## src/rtl/clock_generator_unit_defs.svh

```systemverilog
`ifndef CLOCK_GENERATOR_UNIT_DEFS_SVH
`define CLOCK_GENERATOR_UNIT_DEFS_SVH

// Register offsets.
`define CGU_ADDR_LOOP_CONTROL    4'h0
`define CGU_ADDR_LOOP_BANDWIDTH  4'h1
`define CGU_ADDR_EVENT_STATUS    4'h2
`define CGU_ADDR_EVENT_MASK      4'h3

// Loop control register fields.
`define CGU_CTL_IRQ_EN_BIT       7
`define CGU_CTL_CHANGE_FLAG_BIT  6
`define CGU_CTL_POWER_ON_BIT     5
`define CGU_CTL_BASE_SEL_BIT     4
`define CGU_CTL_RESERVED_READ    4'hF

// Loop bandwidth register fields.
`define CGU_BW_AUTO_BIT          7
`define CGU_BW_LOCK_BIT          6
`define CGU_BW_TRACK_BIT         5

// Event status and mask fields.
`define CGU_EVT_LOCK_CHANGE      0
`define CGU_EVT_TRACK_ENTRY      1
`define CGU_EVT_STOP_RESELECT    2
`define CGU_EVT_WIDTH            3

// Reset values.
`define CGU_RST_POWER_ON         1'b1
`define CGU_RST_MASK             3'h0

// Frequency error tolerances, in error code units.
`define CGU_TRACK_TOLERANCE      8'h20
`define CGU_LOCK_TOLERANCE       8'h08

`endif

```

## src/rtl/clock_generator_unit_pkg.sv

```systemverilog
package clock_generator_unit_pkg;

    typedef struct packed {
        logic [3:0] addr;
        logic [7:0] wdata;
        logic       wr;
        logic       rd;
    } reg_req_s;

    typedef struct packed {
        logic       wait_mode;
        logic       oscillator_enable_from_sysint;
        logic       break_state;
        logic       break_clear_enable;
    } sysint_s;

    typedef struct packed {
        logic       irq_en;
        logic       loop_change_flag;
        logic       loop_power_on;
        logic       base_clock_source_select;
        logic       auto_mode;
        logic       lock;
        logic       tracking_auto;
        logic       tracking_manual;
        logic [2:0] event_status;
        logic [2:0] event_mask;
        logic [7:0] rdata;
        logic       crystal_div;
        logic       base_div;
        logic       irq;
    } cgu_state_s;

endpackage : clock_generator_unit_pkg

```

## src/rtl/clock_generator_unit.sv

```systemverilog
`timescale 1ns/1ns
`include "clock_generator_unit_defs.svh"

module clock_generator_unit
    import clock_generator_unit_pkg::*;
(
    input  wire logic       i_core_clk,     // Crystal clock, 10 MHz.
    input  wire logic       i_rst_n,        // Asynchronous reset, active low.
    input  wire reg_req_s   i_reg,          // Register bus request.
    output logic      [7:0] o_rdata,        // Read data, cycle after the read strobe.
    input  wire sysint_s    i_sysint,       // Levels from the integration unit.
    input  wire logic       i_vco_tick,     // One-cycle pulse per VCO clock edge.
    input  wire logic [7:0] i_freq_error,   // Loop frequency error magnitude.
    output logic            o_crystal_clock_out, // Crystal half rate, low in stop.
    output logic            o_base_clock_out,    // Selected half rate, low in stop.
    output logic            o_clockgen_interrupt // Level interrupt, low in stop.
);

    // ****************************************************************
    // Reset release
    // ****************************************************************
    logic [1:0] rst_pipe;
    logic       rst_n_sync;

    always_ff @(posedge i_core_clk or negedge i_rst_n)
    begin
        if (!i_rst_n)
        begin
            rst_pipe <= 2'h0;
        end
        else
        begin
            rst_pipe <= {rst_pipe[0], 1'b1};
        end
    end

    assign rst_n_sync = rst_pipe[1];

    // ****************************************************************
    // Next state
    // ****************************************************************
    cgu_state_s r;
    cgu_state_s next_r;

    logic osc_en;
    logic in_break_protected;
    logic ctl_read;
    logic ctl_write;
    logic bw_write;
    logic next_track_raw;
    logic next_lock_raw;
    logic lock_toggled;
    logic track_entry;
    logic stop_reselect;

    always_comb
    begin
        osc_en             = i_sysint.oscillator_enable_from_sysint;
        in_break_protected = i_sysint.break_state && !i_sysint.break_clear_enable;
        ctl_read           = i_reg.rd && (i_reg.addr == `CGU_ADDR_LOOP_CONTROL);
        ctl_write          = i_reg.wr && (i_reg.addr == `CGU_ADDR_LOOP_CONTROL);
        bw_write           = i_reg.wr && (i_reg.addr == `CGU_ADDR_LOOP_BANDWIDTH);
        next_r             = r;
        next_r.rdata       = 8'h00;

        // Register writes; the wait level is never consulted, so wait changes nothing.
        if (ctl_write)
        begin
            next_r.irq_en = i_reg.wdata[`CGU_CTL_IRQ_EN_BIT];
            // The loop cannot be switched off while it drives the base clock.
            if (i_reg.wdata[`CGU_CTL_POWER_ON_BIT] || !r.base_clock_source_select)
            begin
                next_r.loop_power_on = i_reg.wdata[`CGU_CTL_POWER_ON_BIT];
            end
            // The VCO cannot be selected while the loop is off.
            if (!i_reg.wdata[`CGU_CTL_BASE_SEL_BIT] || r.loop_power_on)
            begin
                next_r.base_clock_source_select = i_reg.wdata[`CGU_CTL_BASE_SEL_BIT];
            end
        end
        else if (bw_write)
        begin
            next_r.auto_mode = i_reg.wdata[`CGU_BW_AUTO_BIT];
            if (!r.auto_mode)
            begin
                next_r.tracking_manual = i_reg.wdata[`CGU_BW_TRACK_BIT];
            end
        end
        else if (i_reg.wr && (i_reg.addr == `CGU_ADDR_EVENT_STATUS))
        begin
            next_r.event_status = r.event_status & ~i_reg.wdata[`CGU_EVT_WIDTH-1:0];
        end
        else if (i_reg.wr && (i_reg.addr == `CGU_ADDR_EVENT_MASK))
        begin
            next_r.event_mask = i_reg.wdata[`CGU_EVT_WIDTH-1:0];
        end

        // Reads.
        if (i_reg.rd)
        begin
            if (i_reg.addr == `CGU_ADDR_LOOP_CONTROL)
            begin
                next_r.rdata = {r.irq_en, r.loop_change_flag && r.auto_mode,
                                r.loop_power_on, r.base_clock_source_select,
                                `CGU_CTL_RESERVED_READ};
            end
            else if (i_reg.addr == `CGU_ADDR_LOOP_BANDWIDTH)
            begin
                next_r.rdata = {r.auto_mode, r.lock && r.auto_mode,
                                r.auto_mode ? r.tracking_auto : r.tracking_manual, 5'h00};
            end
            else if (i_reg.addr == `CGU_ADDR_EVENT_STATUS)
            begin
                next_r.rdata = {5'h00, r.event_status};
            end
            else if (i_reg.addr == `CGU_ADDR_EVENT_MASK)
            begin
                next_r.rdata = {5'h00, r.event_mask};
            end
            else
            begin
                next_r.rdata = 8'h00;
            end
        end

        // Change flag clear by a control read, blocked in protected break.
        if (ctl_read && !in_break_protected)
        begin
            next_r.loop_change_flag = 1'b0;
        end

        // Automatic bandwidth status from the frequency error.
        next_track_raw = r.auto_mode && r.loop_power_on && osc_en
                         && (i_freq_error < `CGU_TRACK_TOLERANCE);
        next_lock_raw  = r.auto_mode && r.loop_power_on && osc_en
                         && (i_freq_error < `CGU_LOCK_TOLERANCE);
        lock_toggled   = r.auto_mode && (next_lock_raw != r.lock);
        track_entry    = next_track_raw && !r.tracking_auto;
        next_r.tracking_auto = next_track_raw;
        next_r.lock          = next_lock_raw;
        if (lock_toggled)
        begin
            next_r.loop_change_flag = 1'b1;
        end

        // Stop forces the crystal source back.
        stop_reselect = !osc_en && r.base_clock_source_select;
        if (!osc_en)
        begin
            next_r.base_clock_source_select = 1'b0;
        end

        // Events set after any clear so a simultaneous set wins.
        if (lock_toggled)
        begin
            next_r.event_status[`CGU_EVT_LOCK_CHANGE] = 1'b1;
        end
        if (track_entry)
        begin
            next_r.event_status[`CGU_EVT_TRACK_ENTRY] = 1'b1;
        end
        if (stop_reselect)
        begin
            next_r.event_status[`CGU_EVT_STOP_RESELECT] = 1'b1;
        end

        // Clock dividers, held low while stopped.
        if (!osc_en)
        begin
            next_r.crystal_div = 1'b0;
            next_r.base_div    = 1'b0;
        end
        else
        begin
            next_r.crystal_div = !r.crystal_div;
            if (r.base_clock_source_select)
            begin
                next_r.base_div = i_vco_tick ? !r.base_div : r.base_div;
            end
            else
            begin
                next_r.base_div = !r.base_div;
            end
        end

        next_r.irq = osc_en && ((|(next_r.event_status & next_r.event_mask))
                     || (next_r.irq_en && next_r.loop_change_flag && next_r.auto_mode));
    end

    // ****************************************************************
    // State register
    // ****************************************************************
    always_ff @(posedge i_core_clk or negedge rst_n_sync)
    begin
        if (!rst_n_sync)
        begin
            r                 <= '0;
            r.loop_power_on   <= `CGU_RST_POWER_ON;
            r.event_mask      <= `CGU_RST_MASK;
        end
        else
        begin
            r <= next_r;
        end
    end

    assign o_rdata              = r.rdata;
    assign o_crystal_clock_out  = r.crystal_div;
    assign o_base_clock_out     = r.base_div;
    assign o_clockgen_interrupt = r.irq;
endmodule : clock_generator_unit

```

## config.mk

```make
export PLATFORM = sky130hd
export DESIGN_NAME = clock_generator_unit
export DESIGN_NICKNAME = d
export VERILOG_FILES = /design/src/rtl/clock_generator_unit_pkg.sv /design/src/rtl/clock_generator_unit.sv
export VERILOG_INCLUDE_DIRS = /design/src /design/src/rtl
export SDC_FILE = /design/constraint.sdc
export NUM_CORES = 1
export LEC_CHECK = 0
export ABC_AREA = 1
export BUFFER_PORTS_ARGS = -buffer_cell sky130_fd_sc_hd__buf_2
export CAP_MARGIN = 20
export CORE_MARGIN = 2
export CORE_UTILIZATION = 53
export CTS_BUF_LIST = sky130_fd_sc_hd__clkbuf_8
export DETAILED_ROUTE_END_ITERATION = 10
export PLACE_DENSITY = 0.81
export SYNTH_ARGS = -nofsm -noshare
export SYNTH_HDL_FRONTEND = slang
export SYNTH_SLANG_ARGS = --single-unit
export TNS_END_PERCENT = 100
```

## constraint.sdc

```tcl
create_clock -name i_core_clk -period 1 [get_ports i_core_clk]
set_input_delay 0.05 -clock i_core_clk [delete_from_list [all_inputs] [get_ports i_core_clk]]
set_output_delay 0.05 -clock i_core_clk [all_outputs]
set_load 0.005 [all_outputs]
```

==> metrics.yaml, run 1 <==
ys_types: 28
crit_arrival_ps: 1620
grt_pass1_wl_um: 4630
syn_avg_cell_area_um2: 9.18
drive_gt1_frac: 0.423
syn-num-nets: 179
drv_cap: 0
ys.warnings.count: 0
worst_slack_ps: -442
failed_checks: "setup timing"
grt_max_degree: 17
design.core.area_mm2: 0.00248
setup_violations: 5
fmax_mhz: 694
post-place-ws_ps: -357
die_w_um: 55.0
grt_setup_unrepaired: "true"
cts_tree: "built"
detail_route.iter0.violations: 9
remaining_drc_errors: 0
synth_cells: 150
path_max_fanout: 4
floorplan.initialDensity: 0.556
p_leak_nw: 0.941
via_count: 1117
r2r_slack_ps: -440
cts_root_buf: "clkbuf_8"
gp_congestion: 0.798
io_pins: 40
seq_area_frac_synth: 0.491
final_cell_mix: "buf_2 (33), nand2_1 (27), dfrtp_1 (26), inv_1 (22), buf_4 (16)"
cts_buffers: 3
status: "complete, but fails checks"
ir_worst_vdd_mv: 1.37
finalPower_mw: 2.40
wl_per_cell_um: 12.4
power.density_mw_per_mm2: 1400
routed_via_density: 4.94
final.min_clock_period_ps: 1440
grt_overflow: 0
fin_cells: 226
period_share: 1.44
io_buffers: 33
fillCellCount: 207
drtPass1Iterations: 4
required_ps: 1180
diodes: 0
seq_area_um2: 677
grt_pass1_vias: 1084
hold_violations: 0
cts_sinks: 27
cp-start-kind: "flop"
clockBufferDepth: 2
clk_pin_slew_ps: 90
min-delay-path-class: "in2reg"
end_kind: "flop"
synthesis.area_mm2: 0.00138
clock_latency_ps: 280
die-area_mm2: 0.00302
wl_um: 2810
antenna_left: 0
syn2layout_area_growth_pct: 24.3
crit_type: "reg2reg"
layout.nets: 226
maxSlewViolCount: 0
fin_skew_ps: 5.92
cts.htree.levels: 1
hold_ws_ps: 18.2
rows: 18
fin_area_mm2: 0.00171
hpwl_um: 2260
multi_input_area_um2: 544
antenna_found_initial: 0
grt_use_total: 0.219
dpl.cell_count: 219
final_common_cell: "buf_2"
dpl_cell_area_mm2: 0.00162
ys_seq_elements: 27
die_h_um: 55.0
==> registers in the layout (all words and copies together) (netlist names) <==
register,flops
o_rdata,8
o_base_clock_out,1
r,14
o_clockgen_interrupt,1
rst_pipe,2
o_crystal_clock_out,1
==> metrics by stage <==
step / utilization / TNS (ps)
5_1_grt: 0.691 / -1450
4_1_cts: 0.684 / -953
3_3_place_gp: 0.655 / -698
2_1_floorplan: - / -367
3_5_place_dp: 0.655 / -1120
6_report: 0.691 / -1010
==> worst max-delay path, cell delays in order, from the launching register on <==
cell     delay [ps]
dfstp_2         570
nand2_4          50
nor2_4          110
nand4_1         160
nand3_4         120
nand2_2          60
nand2_1          70
nand3_1          90
nand2_1          70
inv_1            40
==> synth_stat cells <==
cell | count | area [um2]
nand3_1 | 4 | 20.0
buf_4 | 8 | 60.1
a21oi_1 | 2 | 10.0
o21a_1 | 1 | 7.51
clkinv_2 | 2 | 10.0
a32o_1 | 1 | 10.0
inv_1 | 22 | 82.6
dfrtp_1 | 26 | 651
conb_1 | 1 | 3.75
o21ai_0 | 11 | 55.1
buf_6 | 1 | 11.3
nand2_1 | 28 | 105
nand3b_1 | 1 | 7.51
dfstp_2 | 1 | 26.3
o21ai_2 | 3 | 26.3
a31oi_1 | 1 | 6.26
nor3_1 | 2 | 10.0
nand2_2 | 6 | 37.5
inv_2 | 2 | 7.51
nor2_1 | 8 | 30.0
o31ai_1 | 1 | 7.51
nand2_4 | 2 | 22.5
nand4_1 | 4 | 25.0
nor2_8 | 2 | 40.0
nand3_2 | 3 | 30.0
nor2_2 | 2 | 12.5
nand3_4 | 1 | 17.5
nor2_4 | 4 | 45.0
==> report_power, final <==
group | switching, mW | internal (mW) | total (mW)
logic | 0.285 | 0.215 | 0.501
registers | 0.0750 | 1.21 | 1.29
clock network | 0.334 | 0.280 | 0.613
total | 0.694 | 1.71 | 2.40
==> final timing paths <==
path	from	depth (start not counted)	endpoint
max in group asynchronous	rst_pipe[1]	1	r[22]
setup / recovery	r[22]	9	o_clockgen_interrupt
min in group asynchronous	i_rst_n	2	rst_pipe[1]
hold / removal	i_reg[3]	3	r[12]
setup reg to reg	r[22]	9	o_clockgen_interrupt
hold reg to reg	rst_pipe[1]	1	r[23]
==> cell families (layout without fill, tap and decap cells) <==
kind of cell	count (synthesis)	in the layout	synth area share
and+or+nand+nor	67	67	0.292
other	1	1	0.00272
AOI/OAI and AO/OA	20	20	0.0890
buffers and inverters	35	81	0.124
DFF	27	27	0.491
==> area by class of cell <==
cell class,instances,area share
sequential,27,0.395
multi-input combinational,88,0.318
timing repair buffer,51,0.179
inverter,26,0.0585
clock buffer,3,0.0241
tap,30,0.0219
clock inverter,1,0.00292
==> layer usage <==
metal / share of wire / GRT usage
met5: 0 / 0
met4: 0.021 / 0.0976
met3: 0.044 / 0.0457
met2: 0.53 / 0.387
met1: 0.40 / 0.253
==> timing repair <==
action | 4_1_cts | 5_1_grt
hold buffers | 1 | 0
pin swaps | 9 | 5
endpoints found under the hold margin | 2 | 0
setup buffers | 2 | 0
endpoints found under the setup margin | 4 | 10
resized for setup | 1 | 5
(Power assumes the default switching activity.)
==> run 2, diff against run 1 <==
==> constraint.sdc (replaced) <==
create_clock -name i_core_clk -period 1 [get_ports i_core_clk]
set_input_delay 0.1 -clock i_core_clk [delete_from_list [all_inputs] [get_ports i_core_clk]]
set_output_delay 0.1 -clock i_core_clk [all_outputs]
set_load 0.005 [all_outputs]
==> run 2 against run 1 <==
Net effect: worst setup slack gained 22 ps; via count is 3.6% higher; utilization up 3.8 points; routed wire length up 10%; worst hold slack better by 46 ps; cell count increased by 3.1%; highest routed layer unchanged; combinational power increased by 21%; the flow still finishes with violations (setup timing); cell area rose by 5.6%.
==> metrics.yaml, run 2 (synthesis results as in run 1) <==
slowest_delay_ps: 570  # about the same
dpl_cell_area_mm2: 0.00164  # was 0.00162 mm2
cts.htree.levels: 1  # unchanged
crit_type: "reg2reg"  # unchanged
routed_via_density: 4.97  # was 4.94
top_register: "r"  # unchanged
path_max_fanout: 4  # unchanged
io_pins: 40  # unchanged
design.core.area_mm2: 0.00248  # unchanged
grt_util_met3: 0.0242  # was 0.0457
final_cell_mix: "buf_2 (33), dfrtp_1 (26), nand2_1 (23), inv_1 (21), buf_4 (19)"  # was buf_2 (33), nand2_1 (27), dfrtp_1 (26), inv_1 (22), buf_4 (16)
clockBufferDepth: 2  # unchanged
drtPass1Iterations: 4  # unchanged
via_count: 1157  # was 1,117
power.density_mw_per_mm2: 1400  # about the same
post-place-ws_ps: -355  # was -357 ps
p_leak_nw: 0.990  # was 0.941 nW
cts_buffers: 3  # unchanged
floorplan.initialDensity: 0.556  # unchanged
clock_latency_ps: 270  # was 280 ps
hold_violations: 0  # unchanged
drive_gt1_frac: 0.473  # was 0.423
failed_checks: "setup timing"  # unchanged
grt_use_met2: 0.421  # was 0.387
grt_overflow: 0  # unchanged
antenna_found_initial: 0  # unchanged
worst_slack_ps: -420  # was -442 ps
fin_cells: 233  # was 226
io_buffers: 33  # unchanged
status: "complete, but fails checks"  # unchanged
cts_sinks: 27  # unchanged
diodes: 0  # unchanged
ir_worst_vdd_mv: 1.14  # was 1.37 mV
postLayoutCoreUtil: 0.729  # was 0.691
final.min_clock_period_ps: 1420  # was 1440 ps
grt_pass1_wl_um: 4660  # was 4630 um
crit_chain: "nand2_4 -> nor2_4 -> nand3_2 -> nand2_2 -> nand3_2 -> nand2_2 -> nand2_2 -> nand3_2 -> nand2_1 -> inv_1"  # was nand2_4 -> nor2_4 -> nand4_1 -> nand3_4 -> nand2_2 -> nand2_1 -> nand3_1 -> nand2_1 -> inv_1
gp_congestion: 0.778  # was 0.798
min-delay-path-class: "in2reg"  # unchanged
wl_um: 3110  # was 2810 um
largest_reg_flops: 14  # unchanged
die_h_um: 55.0  # unchanged
rows: 18  # unchanged
fin_skew_ps: 3.38  # was 5.92 ps
finalSetupTns_ps: -1400  # was -1010 ps
period_share: 1.42  # was 1.44
required_ps: 1220  # was 1180 ps
busiest_layer: "met2"  # unchanged
wl_per_cell_um: 13.3  # was 12.4 um
dpl.cell_count: 221  # was 219
drv_cap: 0  # unchanged
antenna_left: 0  # unchanged
end_kind: "flop"  # unchanged
maxSlewViolCount: 0  # unchanged
clk_pin_slew_ps: 90  # about the same
fin_area_mm2: 0.00181  # was 0.00171 mm2
crit_arrival_ps: 1640  # was 1620 ps
syn2layout_area_growth_pct: 31.2  # was 24.3%
detail_route.iter0.violations: 40  # was 9
finalPower_mw: 2.53  # was 2.40 mW
hpwl_um: 2310  # was 2260 um
cp-start-kind: "flop"  # unchanged
hold_ws_ps: 64.5  # was 18.2 ps
cp_slowest_cell: "dfstp_2"  # unchanged
layout.nets: 233  # was 226
cts_tree: "built"  # unchanged
setup_violations: 11  # was 5
grt_setup_unrepaired: "true"  # unchanged
remaining_drc_errors: 0  # unchanged
grt_pass1_vias: 1100  # was 1,084
die_w_um: 55.0  # unchanged
cts_root_buf: "clkbuf_8"  # unchanged
grt_max_degree: 17  # unchanged
final_common_cell: "buf_2"  # unchanged
use_met1: 0.262  # was 0.253
fmax_mhz: 704  # was 694 MHz
die-area_mm2: 0.00302  # unchanged
grt_use_total: 0.222  # was 0.219
## run 2: cell count changes in the layout (fill, tap and decap cells not counted), sizes merged
cell | previous run | this run
clkinv | 3 | 2
buf | 50 | 57
clkinvlp | 0 | 1
## run 2: layer usage
layer  vias to the layer above  share of wire
met4                         0         0.0087
met5                         -              0
met3                         4          0.033
met1                       550           0.41
met2                        33           0.55
li1                        570              -
## run 2: cell type report
cell class              count  area [um2]
clock buffers               3        41.3
clock inverters             1        7.51
fillers                   169         671
inverters                  26         103
multi-input cells          88         554
flip-flops and latches     27         677
well taps                  30        37.5
repair buffers             58         387
## run 2: power breakdown
group / switching (mW) / internal [mW]
sequential: 0.0867 / 1.21
combinational: 0.320 / 0.287
clock: 0.343 / 0.283
total: 0.749 / 1.78
## run 2: critical path, delay by kind of cell (launching register included)
family | cells | cell delay [ps]
buffers and inverters | 1 | 40
DFF | 1 | 570
and+or+nand+nor | 9 | 770
## run 2: final timing paths
| path | to | slack, ps | depth (start not counted) | startpoint |
|---|---|---|---|---|
| setup / recovery | o_clockgen_interrupt | -420 | 10 | r[22] |
| hold / removal | r[13] | 60 | 3 | i_reg[4] |
| setup reg to reg | o_clockgen_interrupt | -420 | 10 | r[22] |
| hold reg to reg | r[21] | 140 | 0 | rst_pipe[1] |
| max in group asynchronous | o_rdata[6] | 400 | 1 | rst_pipe[1] |
| min in group asynchronous | rst_pipe[1] | 120 | 2 | i_rst_n |
## run 2: repair_timing
item / 4_1_cts / 5_1_grt
hold buffers: 1 / 0
buffers inserted: 2 / 5
pin swaps: 1 / 10
resized for setup: 0 / 17
endpoints found under the setup margin: 6 / 10
endpoints found under the hold margin: 2 / 0
==> run 3, diff against run 2 <==
CTS_BUF_LIST = sky130_fd_sc_hd__clkbuf_4   (was sky130_fd_sc_hd__clkbuf_8)
==> run 3 against run 2 <==
Net effect: the flow finishes with violations (hold timing, setup timing); via count rose by 2.2%; flip-flop and latch count did not move; global-route usage rose by 0.23 points; routed wire length fell by 2.6%; highest routed layer unchanged; combinational power fell by 1%; clock skew rose by 12 ps; critical path depth did not move; critical path type unchanged; clock-buffer cell count did not move; sequential power barely moved; die area did not move.
==> metrics.yaml, run 3 (synthesis results as in run 1) <==
status: "complete, but fails checks"  # unchanged
failed_checks: "hold timing, setup timing"  # was setup timing
rows: 18  # unchanged
clock_latency_ps: 340  # was 270 ps
final_cell_mix: "buf_2 (33), dfrtp_1 (26), nand2_1 (23), inv_1 (21), buf_4 (20)"  # was buf_2 (33), dfrtp_1 (26), nand2_1 (23), inv_1 (21), buf_4 (19)
crit_type: "reg2reg"  # unchanged
slowest_delay_ps: 600  # was 570 ps
remaining_drc_errors: 0  # unchanged
grt_setup_unrepaired: "true"  # unchanged
routed_via_density: 5.08  # was 4.97
cts_sinks: 27  # unchanged
gp_congestion: 0.778  # unchanged
end_kind: "flop"  # unchanged
clk_pin_slew_ps: 160  # was 90 ps
hold_ws_ps: -6.01  # was 64.5 ps
drive_gt1_frac: 0.473  # unchanged
top_register: "r"  # unchanged
dpl_cell_area_mm2: 0.00164  # unchanged
p_leak_nw: 0.978  # was 0.990 nW
die_h_um: 55.0  # unchanged
drv_cap: 0  # unchanged
cts_tree: "built"  # unchanged
hpwl_um: 2310  # unchanged
min-delay-path-class: "in2reg"  # unchanged
multi_input_area_um2: 554  # unchanged
post-place-ws_ps: -355  # unchanged
detail_route.iter0.violations: 41  # was 40
wl_um: 3020  # was 3110 um
floorplan.initialDensity: 0.556  # unchanged
via_count: 1183  # was 1,157
layout.nets: 233  # unchanged
design.core.area_mm2: 0.00248  # unchanged
postLayoutCoreUtil: 0.717  # was 0.729
crit_chain: "nand2_4 -> nor2_4 -> nand3_2 -> nand2_2 -> nand3_2 -> nand2_2 -> nand2_2 -> nand3_2 -> nand2_1 -> inv_1"  # unchanged
fillCellCount: 173  # was 169
cp_slowest_cell: "dfstp_2"  # unchanged
largest_reg_flops: 14  # unchanged
setup_violations: 13  # was 11
fmax_mhz: 697  # was 704 MHz
crit_arrival_ps: 1740  # was 1640 ps
io_pins: 40  # unchanged
cts.htree.levels: 1  # unchanged
final_common_cell: "buf_2"  # unchanged
period_share: 1.44  # was 1.42
clockBufferDepth: 2  # unchanged
fin_area_mm2: 0.00178  # was 0.00181 mm2
cp-start-kind: "flop"  # unchanged
power.density_mw_per_mm2: 1350  # was 1400 mW/mm2
worst_slack_ps: -435  # was -420 ps
cts_root_buf: "clkbuf_4"  # was clkbuf_8
dpl.cell_count: 221  # unchanged
io_buffers: 33  # unchanged
grt_max_degree: 17  # unchanged
fin_skew_ps: 14.9  # was 3.38 ps
grt_pass1_wl_um: 4670  # was 4660 um
diodes: 0  # unchanged
drtPass1Iterations: 4  # unchanged
antenna_found_initial: 0  # unchanged
seq_area_um2: 677  # unchanged
die-area_mm2: 0.00302  # unchanged
hold_violations: 2  # was 0
finalSetupTns_ps: -1640  # was -1400 ps
grt_overflow: 0  # unchanged
wl_per_cell_um: 13.0  # was 13.3 um
grt_pass1_vias: 1110  # was 1,100
cts_buffers: 3  # unchanged
die_w_um: 55.0  # unchanged
antenna_left: 0  # unchanged
finalPower_mw: 2.40  # was 2.53 mW
grt_use_total: 0.224  # was 0.222
ir_worst_vdd_mv: 1.31  # was 1.14 mV
final.min_clock_period_ps: 1440  # was 1420 ps
syn2layout_area_growth_pct: 28.9  # was 31.2%
maxSlewViolCount: 0  # unchanged
required_ps: 1300  # was 1220 ps
fin_cells: 233  # unchanged
path_max_fanout: 4  # unchanged
[run 3: path summary, 6_finish.rpt]
| kind | startpoint | endpoint | slack, ps | cells after the start |
|---|---|---|---|---|
| setup reg to reg | r[22] | o_clockgen_interrupt | -440 | 10 |
| max in group asynchronous | rst_pipe[1] | o_rdata[6] | 400 | 1 |
| setup / recovery | r[22] | o_clockgen_interrupt | -440 | 10 |
| hold reg to reg | rst_pipe[1] | o_crystal_clock_out | 140 | 0 |
| hold / removal | i_reg[7] | r[22] | -6 | 3 |
| min in group asynchronous | i_rst_n | rst_pipe[1] | 30 | 2 |
[run 3: where the power goes]
group / internal, mW / switching, mW
Clock: 0.153 / 0.349
Combinational: 0.282 / 0.318
Sequential: 1.21 / 0.0859
[run 3: layout make-up]
class                   instances  area share
multi-input cells              88       0.312
flip-flops and latches         27       0.381
well taps                      30      0.0211
inverters                      26      0.0578
clock buffers                   3      0.0127
clock inverters                 1     0.00423
repair buffers                 58       0.211
[run 3: worst max-delay path, delay by kind of cell (launching register included)]
family / cells / cell delay (ps)
AND/OR/NAND/NOR: 9 / 760
flip-flops: 1 / 600
buffers and inverters: 1 / 40
[run 3: metal layers]
layer	global-route usage	wire length, um
met1	0.259	1220
met2	0.421	1620
met3	0.0242	128
met4	0.0854	59
met5	0	0
[run 3: timing repair]
action	4_1_cts	5_1_grt
cloned	0	0
setup endpoints to repair	8	18
resized for setup	0	17
pin swaps	1	9
setup buffers	3	4
hold endpoints to repair	2	0
hold buffers	1	0
